## config.mk

```make
export PLATFORM = sky130hd
export DESIGN_NAME = fss_search_ctrl
export DESIGN_NICKNAME = d
export VERILOG_FILES = /design/src/design/fss_pkg.sv /design/src/design/fss_search_ctrl.sv
export SDC_FILE = /design/constraint.sdc
export NUM_CORES = 2
export LEC_CHECK = 0
export BUFFER_PORTS_ARGS = -buffer_cell sky130_fd_sc_hd__buf_2
export CAP_MARGIN = 20
export CORE_AREA = 2 2 293 295
export DETAILED_ROUTE_END_ITERATION = 10
export DIE_AREA = 0 0 295 297
export PLACE_DENSITY = 0.66
export SYNTH_ARGS = -nofsm -noshare
export SYNTH_HDL_FRONTEND = slang
export SYNTH_SLANG_ARGS = --single-unit
```

## constraint.sdc

```tcl
create_clock -name ref_clk -period 91.7 [get_ports ref_clk]
set_input_delay 18.34 -clock ref_clk [delete_from_list [all_inputs] [get_ports ref_clk]]
set_output_delay 18.34 -clock ref_clk [all_outputs]
set_load 0.01 [all_outputs]
```

## src/design/fss_pkg.sv

```systemverilog
package fss_pkg;
  localparam int ADDR_W = 8;
  // register byte offsets
  localparam logic [7:0] OFS_MODE     = 8'h00;
  localparam logic [7:0] OFS_PCT      = 8'h04;
  localparam logic [7:0] OFS_GAIN     = 8'h08;
  localparam logic [7:0] OFS_TI       = 8'h0C;
  localparam logic [7:0] OFS_DEMAG    = 8'h10;
  localparam logic [7:0] OFS_BRAKE    = 8'h14;
  localparam logic [7:0] OFS_RATED    = 8'h18;
  localparam logic [7:0] OFS_STATUS   = 8'h1C;
  localparam logic [7:0] OFS_FREQ     = 8'h20;
  localparam logic [7:0] OFS_IRQ_STAT = 8'h24;
  localparam logic [7:0] OFS_IRQ_MASK = 8'h28;
  // search mode codes
  localparam logic [3:0] MODE_OFF    = 4'h0;
  localparam logic [3:0] MODE_REF    = 4'h1;
  localparam logic [3:0] MODE_CW_CCW = 4'h2;
  localparam logic [3:0] MODE_CCW_CW = 4'h3;
  localparam logic [3:0] MODE_CW     = 4'h4;
  localparam logic [3:0] MODE_CCW    = 4'h5;
  localparam logic [3:0] MODE_Q_BOTH = 4'hA;
  localparam logic [3:0] MODE_Q_REF  = 4'hB;
  localparam logic [3:0] MODE_Q_CW   = 4'hE;
  localparam logic [3:0] MODE_Q_CCW  = 4'hF;
  // settings: reset value and limits
  localparam logic [13:0] RST_PCT   = 14'h1B58;
  localparam logic [13:0] PCT_MIN   = 14'h0064;
  localparam logic [13:0] PCT_MAX   = 14'h2710;
  localparam logic [31:0] PCT_FULL  = 32'h0000_2710;
  localparam logic [9:0]  RST_GAIN  = 10'h064;
  localparam logic [9:0]  GAIN_MAX  = 10'h3E8;
  localparam logic signed [27:0] GAIN_UNIT = 28'sh0000064;
  localparam logic [9:0]  RST_TI    = 10'h014;
  localparam logic [9:0]  TI_MAX    = 10'h3E8;
  localparam logic [8:0]  RST_DEMAG = 9'h032;
  localparam logic [8:0]  DEMAG_MIN = 9'h001;
  localparam logic [8:0]  DEMAG_MAX = 9'h12C;
  localparam logic [10:0] RST_BRAKE = 11'h064;
  localparam logic [10:0] BRAKE_MAX = 11'h7D0;
  localparam logic [15:0] RST_RATED = 16'h1000;
  localparam logic [17:0] TENTH_MS  = 18'h00064;
  // timing
  localparam int CLK_PERIOD_NS = 8;
  localparam int MS_NS         = 1000000;
  localparam int MS_CYCLES     = MS_NS / CLK_PERIOD_NS;
  // interrupt and status bit positions
  localparam int IRQ_OK    = 0;
  localparam int IRQ_FAIL  = 1;
  localparam int IRQ_ABORT = 2;
  localparam int ST_BUSY   = 0;
  localparam int ST_DIR    = 1;
  localparam int ST_SEARCH = 2;
  localparam int ST_QUICK  = 3;
  localparam int ST_BRAKE  = 4;
endpackage : fss_pkg

```

## src/design/fss_search_ctrl.sv

```systemverilog
// Decided for this implementation: the strobed register port and the register offsets.
`timescale 1ns/10ps
// Contract
// - mode zero: no synchronization, start passes to the ordinary start path.
// - modes 1 and 11: search direction follows the reference sign.
// - mode 2: clockwise first, anticlockwise only after a failure.
// - mode 3: anticlockwise first, clockwise only after a failure.
// - modes 4/14 clockwise only, 5/15 anticlockwise only.
// - mode 10: quick test pulses in both directions, no search run.
// - quick modes accelerate from the detected value unless overcurrent.
// - with synchronization on, start first triggers the search.
// - modes 1-5: setpoint is 1-100 % of rated current, default 70 %.
// - PI loop on search current; gain to 10, Ti to 1 s; zero disables.
// - modes 1-5: search waits until the demagnetizing time elapsed.
// - failed search in modes 1-5: brake current for 0-200 s, default 10 s.
// - success: accelerate from detected speed at the configured rate.
// - quick modes have no failure detection and no fallback.
// - demagnetizing time 0.1 s to 30 s, default 5 s.
module fss_search_ctrl #(
  parameter int MS_CYCLES = fss_pkg::MS_CYCLES
) (
  input  wire logic                      ref_clk,
  input  wire logic                      rstn,
  input  wire logic [fss_pkg::ADDR_W-1:0] regAddr,
  input  wire logic [31:0]               regWdata,
  input  wire logic                      regWr,
  input  wire logic                      regRd,
  output logic      [31:0]               regRdata,
  input  wire logic                      startCmd,
  input  wire logic                      refNegative,
  input  wire logic [15:0]               curMeas,
  input  wire logic                      searchLock,
  input  wire logic                      searchFail,
  input  wire logic                      quickDone,
  input  wire logic [15:0]               detectedFreq,
  input  wire logic                      detDirCcw,
  input  wire logic                      overCurrent,
  output logic                           normalStart,
  output logic                           searchActive,
  output logic                           searchDirCcw,
  output logic                           testPulse,
  output logic      [15:0]               currentSetpoint,
  output logic      [15:0]               piOut,
  output logic                           dcInjectionBrake,
  output logic                           accelStart,
  output logic      [15:0]               startFreq,
  output logic                           startDirCcw,
  output logic                           resultOk,
  output logic                           resultFail,
  output logic                           irq
);
  import fss_pkg::*;

  typedef enum logic [2:0] {S_IDLE, S_DEMAG, S_SEARCH, S_QUICK, S_BRAKE} fss_state_type;

  typedef struct packed {
    fss_state_type      st;
    logic [3:0]         mode;
    logic [13:0]        pct;
    logic [9:0]         gain;
    logic [9:0]         ti;
    logic [8:0]         demag;
    logic [10:0]        brake;
    logic [15:0]        rated;
    logic [2:0]         irqStat;
    logic [2:0]         irqMask;
    logic [31:0]        rdata;
    logic [16:0]        pre;
    logic [17:0]        timer;
    logic [9:0]         tiCnt;
    logic signed [23:0] integ;
    logic               second;
    logic               dir;
    logic [15:0]        sp;
    logic [15:0]        pi;
    logic [15:0]        freq;
    logic               fdir;
    logic               accel;
    logic               normal;
    logic               okP;
    logic               failP;
  } fss_regs_type;

  fss_regs_type r;
  fss_regs_type next_r;

  logic               msTick;
  logic [17:0]        demagMs;
  logic [17:0]        brakeMs;
  logic [31:0]        spProd;
  logic [15:0]        spCalc;
  logic signed [16:0] err;
  logic signed [27:0] pProd;
  logic signed [27:0] pSum;
  logic               twoStep;

  assign msTick  = r.pre == 17'(MS_CYCLES - 1);
  assign demagMs = 18'(r.demag) * TENTH_MS;
  assign brakeMs = 18'(r.brake) * TENTH_MS;
  assign spProd  = 32'(r.rated) * 32'(r.pct);
  assign spCalc  = 16'(spProd / PCT_FULL);
  assign err     = $signed({1'b0, r.sp}) - $signed({1'b0, curMeas});
  assign pProd   = 28'(err * $signed({1'b0, r.gain}));
  assign pSum    = pProd / GAIN_UNIT + 28'(r.integ);
  assign twoStep = r.mode == MODE_CW_CCW || r.mode == MODE_CCW_CW;

  always_comb begin
    logic [2:0] ev;
    ev = '0;
    next_r = r;
    next_r.rdata  = '0;
    next_r.accel  = 1'b0;
    next_r.normal = 1'b0;
    next_r.okP    = 1'b0;
    next_r.failP  = 1'b0;
    next_r.pre    = msTick ? '0 : r.pre + 17'h00001;
    if (msTick && r.timer != '1) begin
      next_r.timer = r.timer + 18'h00001;
    end
    if (regWr) begin
      case (regAddr)
        OFS_MODE: next_r.mode = regWdata[3:0];
        OFS_PCT: begin
          if (regWdata < 32'(PCT_MIN)) next_r.pct = PCT_MIN;
          else if (regWdata > 32'(PCT_MAX)) next_r.pct = PCT_MAX;
          else next_r.pct = regWdata[13:0];
        end
        OFS_GAIN: next_r.gain = regWdata > 32'(GAIN_MAX) ? GAIN_MAX : regWdata[9:0];
        OFS_TI: next_r.ti = regWdata > 32'(TI_MAX) ? TI_MAX : regWdata[9:0];
        OFS_DEMAG: begin
          if (regWdata < 32'(DEMAG_MIN)) next_r.demag = DEMAG_MIN;
          else if (regWdata > 32'(DEMAG_MAX)) next_r.demag = DEMAG_MAX;
          else next_r.demag = regWdata[8:0];
        end
        OFS_BRAKE: next_r.brake = regWdata > 32'(BRAKE_MAX) ? BRAKE_MAX : regWdata[10:0];
        OFS_RATED: next_r.rated = regWdata[15:0];
        OFS_IRQ_STAT: next_r.irqStat = r.irqStat & ~regWdata[2:0];
        OFS_IRQ_MASK: next_r.irqMask = regWdata[2:0];
        default: ;
      endcase
    end
    if (regRd) begin
      case (regAddr)
        OFS_MODE: next_r.rdata = 32'(r.mode);
        OFS_PCT: next_r.rdata = 32'(r.pct);
        OFS_GAIN: next_r.rdata = 32'(r.gain);
        OFS_TI: next_r.rdata = 32'(r.ti);
        OFS_DEMAG: next_r.rdata = 32'(r.demag);
        OFS_BRAKE: next_r.rdata = 32'(r.brake);
        OFS_RATED: next_r.rdata = 32'(r.rated);
        OFS_STATUS: begin
          next_r.rdata[ST_BUSY]   = r.st != S_IDLE;
          next_r.rdata[ST_DIR]    = r.dir;
          next_r.rdata[ST_SEARCH] = r.st == S_SEARCH;
          next_r.rdata[ST_QUICK]  = r.st == S_QUICK;
          next_r.rdata[ST_BRAKE]  = r.st == S_BRAKE;
        end
        OFS_FREQ: next_r.rdata = {15'h0000, r.fdir, r.freq};
        OFS_IRQ_STAT: next_r.rdata = 32'(r.irqStat);
        OFS_IRQ_MASK: next_r.rdata = 32'(r.irqMask);
        default: ;
      endcase
    end
    // setpoint only while the search run regulates current
    next_r.sp = r.st == S_SEARCH ? spCalc : '0;
    next_r.pi = '0;
    unique case (r.st)
      S_IDLE: begin
        next_r.timer  = '0;
        next_r.tiCnt  = '0;
        next_r.integ  = '0;
        next_r.second = 1'b0;
        if (startCmd) begin
          unique case (r.mode)
            MODE_REF: begin
              next_r.dir = refNegative;
              next_r.st  = S_DEMAG;
            end
            MODE_CW_CCW, MODE_CW: begin
              next_r.dir = 1'b0;
              next_r.st  = S_DEMAG;
            end
            MODE_CCW_CW, MODE_CCW: begin
              next_r.dir = 1'b1;
              next_r.st  = S_DEMAG;
            end
            MODE_Q_BOTH, MODE_Q_CW: begin
              next_r.dir = 1'b0;
              next_r.st  = S_QUICK;
            end
            MODE_Q_REF: begin
              next_r.dir = refNegative;
              next_r.st  = S_QUICK;
            end
            MODE_Q_CCW: begin
              next_r.dir = 1'b1;
              next_r.st  = S_QUICK;
            end
            // off and unused codes fall back to the plain start
            default: next_r.normal = 1'b1;
          endcase
        end
      end
      S_DEMAG: begin
        if (r.timer >= demagMs) begin
          next_r.st    = S_SEARCH;
          next_r.timer = '0;
        end
      end
      S_SEARCH: begin
        // output clamped to a non-negative voltage demand
        if (pSum < 0) next_r.pi = '0;
        else if (pSum > 28'sh000FFFF) next_r.pi = 16'hFFFF;
        else next_r.pi = pSum[15:0];
        if (r.ti == '0) begin
          next_r.integ = '0;
          next_r.tiCnt = '0;
        end else if (msTick) begin
          if (r.tiCnt + 10'h001 >= r.ti) begin
            next_r.tiCnt = '0;
            next_r.integ = r.integ + 24'(err);
          end else begin
            next_r.tiCnt = r.tiCnt + 10'h001;
          end
        end
        if (searchLock) begin
          next_r.accel = 1'b1;
          next_r.freq  = detectedFreq;
          next_r.fdir  = r.dir;
          next_r.okP   = 1'b1;
          ev[IRQ_OK]   = 1'b1;
          next_r.st    = S_IDLE;
        end else if (searchFail) begin
          if (twoStep && !r.second) begin
            next_r.second = 1'b1;
            next_r.dir    = ~r.dir;
          end else begin
            next_r.st    = S_BRAKE;
            next_r.timer = '0;
          end
        end
      end
      S_BRAKE: begin
        if (r.timer >= brakeMs) begin
          next_r.st     = S_IDLE;
          next_r.failP  = 1'b1;
          ev[IRQ_FAIL]  = 1'b1;
        end
      end
      S_QUICK: begin
        // search failure is meaningless here; only overcurrent aborts it
        if (overCurrent) begin
          next_r.st     = S_IDLE;
          next_r.failP  = 1'b1;
          ev[IRQ_ABORT] = 1'b1;
        end else if (quickDone) begin
          if (r.mode == MODE_Q_BOTH && !r.second) begin
            next_r.second = 1'b1;
            next_r.dir    = 1'b1;
          end else begin
            next_r.accel = 1'b1;
            next_r.freq  = detectedFreq;
            next_r.fdir  = r.mode == MODE_Q_BOTH ? detDirCcw : r.dir;
            next_r.okP   = 1'b1;
            ev[IRQ_OK]   = 1'b1;
            next_r.st    = S_IDLE;
          end
        end
      end
    endcase
    // an event in the clearing cycle survives
    next_r.irqStat = next_r.irqStat | ev;
  end

  always_ff @(posedge ref_clk) begin
    if (!rstn) begin
      r         <= '0;
      r.st      <= S_IDLE;
      r.pct     <= RST_PCT;
      r.gain    <= RST_GAIN;
      r.ti      <= RST_TI;
      r.demag   <= RST_DEMAG;
      r.brake   <= RST_BRAKE;
      r.rated   <= RST_RATED;
    end else begin
      r <= next_r;
    end
  end

  assign regRdata         = r.rdata;
  assign normalStart      = r.normal;
  assign searchActive     = r.st != S_IDLE;
  assign searchDirCcw     = r.dir;
  assign testPulse        = r.st == S_QUICK;
  assign currentSetpoint  = r.sp;
  assign piOut            = r.pi;
  assign dcInjectionBrake = r.st == S_BRAKE;
  assign accelStart       = r.accel;
  assign startFreq        = r.freq;
  assign startDirCcw      = r.fdir;
  assign resultOk         = r.okP;
  assign resultFail       = r.failP;
  assign irq              = |(r.irqStat & r.irqMask);
endmodule : fss_search_ctrl

```

[Word level (Yosys, flattened, before mapping)]
Cells that the tools add are included.
Cells by class
  add/sub/neg operators: 6
  multipliers: 4
  div/mod/pow operators: 2
  magnitude comparators: 11
  eq/ne operators: 44
  mux-type cells: 60
  bitwise operators: 7
  reduce and logical (&&, ||, !) cells: 38
Operators by type and width (count)
  two-way mux 18 bit: 9
  case mux 12 bit (7 select lines): 1
  two-way mux 34 bit: 2
  case mux 34 bit (2 select lines): 1
  case mux 5 bit (11 select lines): 1
  case mux 18 bit (3 select lines): 1
  case mux 18 bit (2 select lines): 1
  two-way mux 3 bit: 11
  divider 30 x 14 -> 32 bit, second input constant: 1
  equality test 8 x 5 -> 1 bit, second input constant: 4
  greater-than comparator 32 x 10 -> 1 bit, second input constant: 1
  greater-than comparator 32 x 11 -> 1 bit, second input constant: 1
  greater-than comparator 32 x 14 -> 1 bit, second input constant: 1
  greater-than comparator 32 x 9 -> 1 bit, second input constant: 1
  < comparator 32 x 1 -> 1 bit, second input constant: 1
  < comparator 32 x 7 -> 1 bit, second input constant: 1
  multiplier 16 x 14 -> 30 bit: 1
  adder 28 x 24 -> 28 bit: 1
  divider 28 x 8 -> 28 bit, second input constant: 1
  greater-than comparator 28 x 17 -> 1 bit, second input constant: 1
  < comparator 28 x 1 -> 1 bit, second input constant: 1
  multiplier 17 x 11 -> 28 bit: 1
  two-way mux 14 bit: 2
  adder 24 x 17 -> 24 bit: 1
  63 further kinds: 125
Storage, ports and cells
  bits in registers: 239
  input port bits: 83
  output and inout port bits: 90
  logic and storage cells: 197

[Longest topological paths before layout]
  depth in word-level cells: 7
  gate-level depth with buffers: 136
  depth with buffers taken out: 122

[Least setup slack after synthesis]
Ideal clock, no wire load.
  path kind: input to register
  from: input port curMeas[2]
  to: register r, in the netlist piOut[10]
  library setup time: 0.115 ns
  data arrival time: 45.241 ns
  required time: 91.585 ns
  slack: 46.344 ns
  cell stages on the path: 123
  path buffers: 7
  path through: inv_1 ha_1 nor2b_1 o21ai_0 nand2b_1 a21o_1 a21o_1 a21o_1 a21o_1 a21o_1 a21o_1 a21o_1 a21o_1 a21oi_1 nor2b_1 o21ai_0 nand2b_1 a21oi_1 [87 not listed] nor2b_1 o21a_1 o21a_1 o21a_1 nor2_1 nor2_1 o21a_1 o21a_1 o21a_1 o21a_1 nor3_1 a21oi_1 nor3_1 a21oi_1 or4_1 buf_1 clkbuf_1 o21a_1
On the way
  longest elaborated chain between the ends: 6
  elaborated cells between the ends (all ways): 8
  classes of those cells: add/sub (2); mul (1); div (1); order compare (2); mux (1); reduce/logical (1)
Ends and longest elaborated chain
  from (decl): RTL line fss_search_ctrl.sv:31  | input wire logic [15:0] curMeas,
  subtractor 16 x 16 -> 17 bit *: RTL line fss_search_ctrl.sv:102  | assign err = $signed({1'b0, r.sp}) - $signed({1'b0, curMeas});
  multiplier 17 x 11 -> 28 bit *: RTL line fss_search_ctrl.sv:103  | assign pProd = 28'(err * $signed({1'b0, r.gain}));
  divider 28 x 8 -> 28 bit *: RTL line fss_search_ctrl.sv:104  | assign pSum = pProd / GAIN_UNIT + 28'(r.integ);
  adder 28 x 24 -> 28 bit *: RTL line fss_search_ctrl.sv:104
  < comparator 28 x 1 -> 1 bit / greater-than comparator 28 x 17 -> 1 bit (equally long branches): RTL line fss_search_ctrl.sv:212, fss_search_ctrl.sv:213
  OR reduction 3 bit (no line) / two-way mux 16 bit (equally long branches)
  to (signal assigned): RTL line fss_search_ctrl.sv:286  | r <= next_r;
  to (decl): RTL line fss_search_ctrl.sv:84  | fss_regs_type r;
Mark *: on every way between the ends. The rest lies on a longest branch, timed or not.
A chain may end at the register's enable or synchronous reset.

[Final worst setup path]
  from: input port curMeas[0]
  to: register r, in the netlist piOut[1]
Same word-level chain as after synthesis.

==> flow_summary.json <==
{
  "crit_arrival_ns": 49.44,
  "grt_pass1_vias": 36500,
  "cp_common_cell": "a21oi_1",
  "hold_viol_final": 0,
  "period_needed_ns": 48.97,
  "nets": 5984,
  "cts.clk_slew.worst_paths_ns": 0.06,
  "synth_cell_types": 136,
  "placedCellCount": 6343,
  "cts_tree": "done",
  "worstSetupEndpointType": "flop",
  "yosys_warnings": 0,
  "synth_flop_cell": "dfxtp_1",
  "cp_slowest_cell": "or4_1",
  "dieArea_um2": 87600,
  "register_area_um2": 4460,
  "critical-path-max-stage-delay_ns": 0.83,
  "timing.final.crit_share_pct": 53.4,
  "max_freq_mhz": 20.4,
  "totalWireLength_mm": 115,
  "maxSlewHeadroom_pct": 25.1,
  "antenna_found_initial": 3,
  "drc": 0,
  "tns_ns": 0,
  "final_antenna_net_count": 0,
  "track_usage_pct": 26.0,
  "multi_input_area_um2": 33400,
  "viasPerCell": 5.96,
  "numCtsBuffers": 28,
  "drt-wirelength-per-cell_um": 18.0,
  "detail_route.iter0.violations": 2776,
  "diodes": 0,
  "worst_slew_pin_slew_ns": 1.12,
  "dpl.hpwl_mm": 91.9,
  "portBuffers": 157,
  "clock_path_buffers": 3,
  "stdcell_count": 6399,
  "synth_edf_count": 0,
  "syn_inst": 5266,
  "initial_utilization_pct": 48.7,
  "rsz0062_at_grt": "no",
  "core_um2": 84500,
  "cts_hold_buf": 0,
  "num_vias": 38200,
  "drv_slew": 0,
  "worstHoldPathType": "reg -> reg",
  "path_class": "in -> reg",
  "fin_skew_ns": 0.0252,
  "worst_setup_path_start_kind": "input pin",
  "async_reset_ff_share_pct": 0,
  "grt_pass1_wl_mm": 190,
  "htree_num_levels": 1,
  "synth-seq-cells": 223,
  "place.gp.congestion": 0.919,
  "grt_overflow": 0,
  "outcome": "finished clean",
  "syn_area_um2": 41100,
  "postCtsSetupBuffers": 0,
  "area_delta_synth_final_pct": 5.27,
  "avgSynthCellArea_um2": 7.81,
  "path_max_fanout": 34,
  "insertion_delay_ns": 0.59,
  "cts_root_buf": "clkbuf_16",
  "post_cts_resize_count": 0,
  "io_pins": 173,
  "fillCellCount": 8227,
  "drtPass1Iterations": 6,
  "ys_seq_area_share_pct": 10.9,
  "grt_max_degree": 99,
  "die_w_um": 295,
  "die_h_um": 297,
  "rows": 107,
  "cts_num_sinks": 223,
  "drive_gt1_share_pct": 8.13,
  "cap_violations": 0,
  "setup_viol": 0,
  "worstPathRequired_ns": 92.18
}
## path summary, 6_finish.rpt
path | startpoint | endpoint | slack [ns] | cells past startpoint
setup / recovery | curMeas[0] | piOut[1] | 42.73 | 121
hold / removal | r[107] | r[107] | 0.45 | 1
setup reg to reg | currentSetpoint[1] | piOut[1] | 60.14 | 114
hold reg to reg | r[107] | r[107] | 0.45 | 1
## synthesized netlist by cell type, types with 86 or more instances
library cell	instances	area share (%)
nand2_1	572	5.2
inv_1	515	4.7
nor2_1	359	3.3
ha_1	337	10
fa_1	331	16
a21oi_1	327	4.0
dfxtp_1	223	11
and2_1	213	3.2
xnor2_1	198	4.2
o21ai_0	197	2.4
clkbuf_1	169	1.5
nand3_1	123	1.5
xor2_1	115	2.4
nor3_1	99	1.2
buf_4	86	1.6
## layout make-up
type | instances | area share [%]
Multi-Input combinational cell | 4255 | 77.0
Sequential cell | 223 | 10.3
Inverter | 516 | 4.48
Tap cell | 1144 | 3.31
Timing Repair Buffer | 209 | 2.71
Clock buffer | 38 | 1.82
Clock inverter | 14 | 0.329
## worst max-delay path: cells and delay by family
kind / cells / cell delay (ns)
XOR/XNOR: 4 / 1.66
AO/OA/AOI/OAI: 68 / 16.37
buffers and inverters: 9 / 1.18
adder cells (fa/ha/maj): 10 / 4.47
multiplexers: 6 / 2.21
AND/OR/NAND/NOR: 24 / 5.10
## per-layer routing
| metal | track usage (%) | part of all wire (%) | up-vias |
|---|---|---|---|
| met2 | 42.6 | 46 | 1100 |
| met5 | 0 | 0.038 | - |
| met4 | 5.03 | 1.9 | 6 |
| met3 | 3.18 | 5.9 | 163 |
| met1 | 36.7 | 46 | 18500 |
| li1 | - | - | 18400 |
## registers in the layout, indices dropped and copies added (netlist names)
register / flops
r: 153
regRdata: 17
currentSetpoint: 16
piOut: 16
startFreq: 16
accelStart: 1
normalStart: 1
resultFail: 1
searchDirCcw: 1
startDirCcw: 1
## stage by stage
| stage | util [%] | cell area (um2) | setup slack, ns | hold slack [ns] |
|---|---|---|---|---|
| final | 51.2 | 43300 | 42.73 | 0.448 |
| after global routing | 51.2 | 43300 | 39.81 | 0.480 |
| after CTS | 51.2 | 43300 | 43.11 | 0.451 |
| after detailed placement | 50.1 | 42300 | 42.57 | 0.437 |
| after global placement | 50.1 | 42300 | 42.99 | 0.431 |
| after floorplan | - | 41200 | 46.34 | 0.418 |
## cells by family after synthesis
group / after synthesis / share of synthesized area (%)
AOI/OAI and AO/OA: 1418 / 24.8
xor gates and xnor gates: 319 / 6.90
adders and majority gates: 687 / 26.8
buffers and inverters: 802 / 8.24
DFF: 223 / 10.9
muxes: 45 / 1.18
other: 1 / 0.00912
and+or+nand+nor: 1771 / 21.2
## cells in the final DEF, fill, tap and decap left out, types with 46 or more instances in the layout
cell type / n
xor2_1: 114
nor2_1: 359
o21ai_0: 197
nand2b_1: 51
a21oi_1: 325
nor3_1: 99
nand3_1: 123
nand2_1: 572
a31oi_1: 62
a21o_1: 84
a211oi_1: 55
o211ai_1: 53
ha_1: 337
nor2b_1: 53
o21bai_1: 53
buf_4: 51
dfxtp_1: 223
a22oi_1: 46
inv_1: 515
o21a_1: 62
and2_1: 213
fa_1: 331
xnor2_1: 197
buf_2: 157
Power is not shown: default switching activity piles up to over one toggle a cycle in this logic, so the estimate is an artifact.
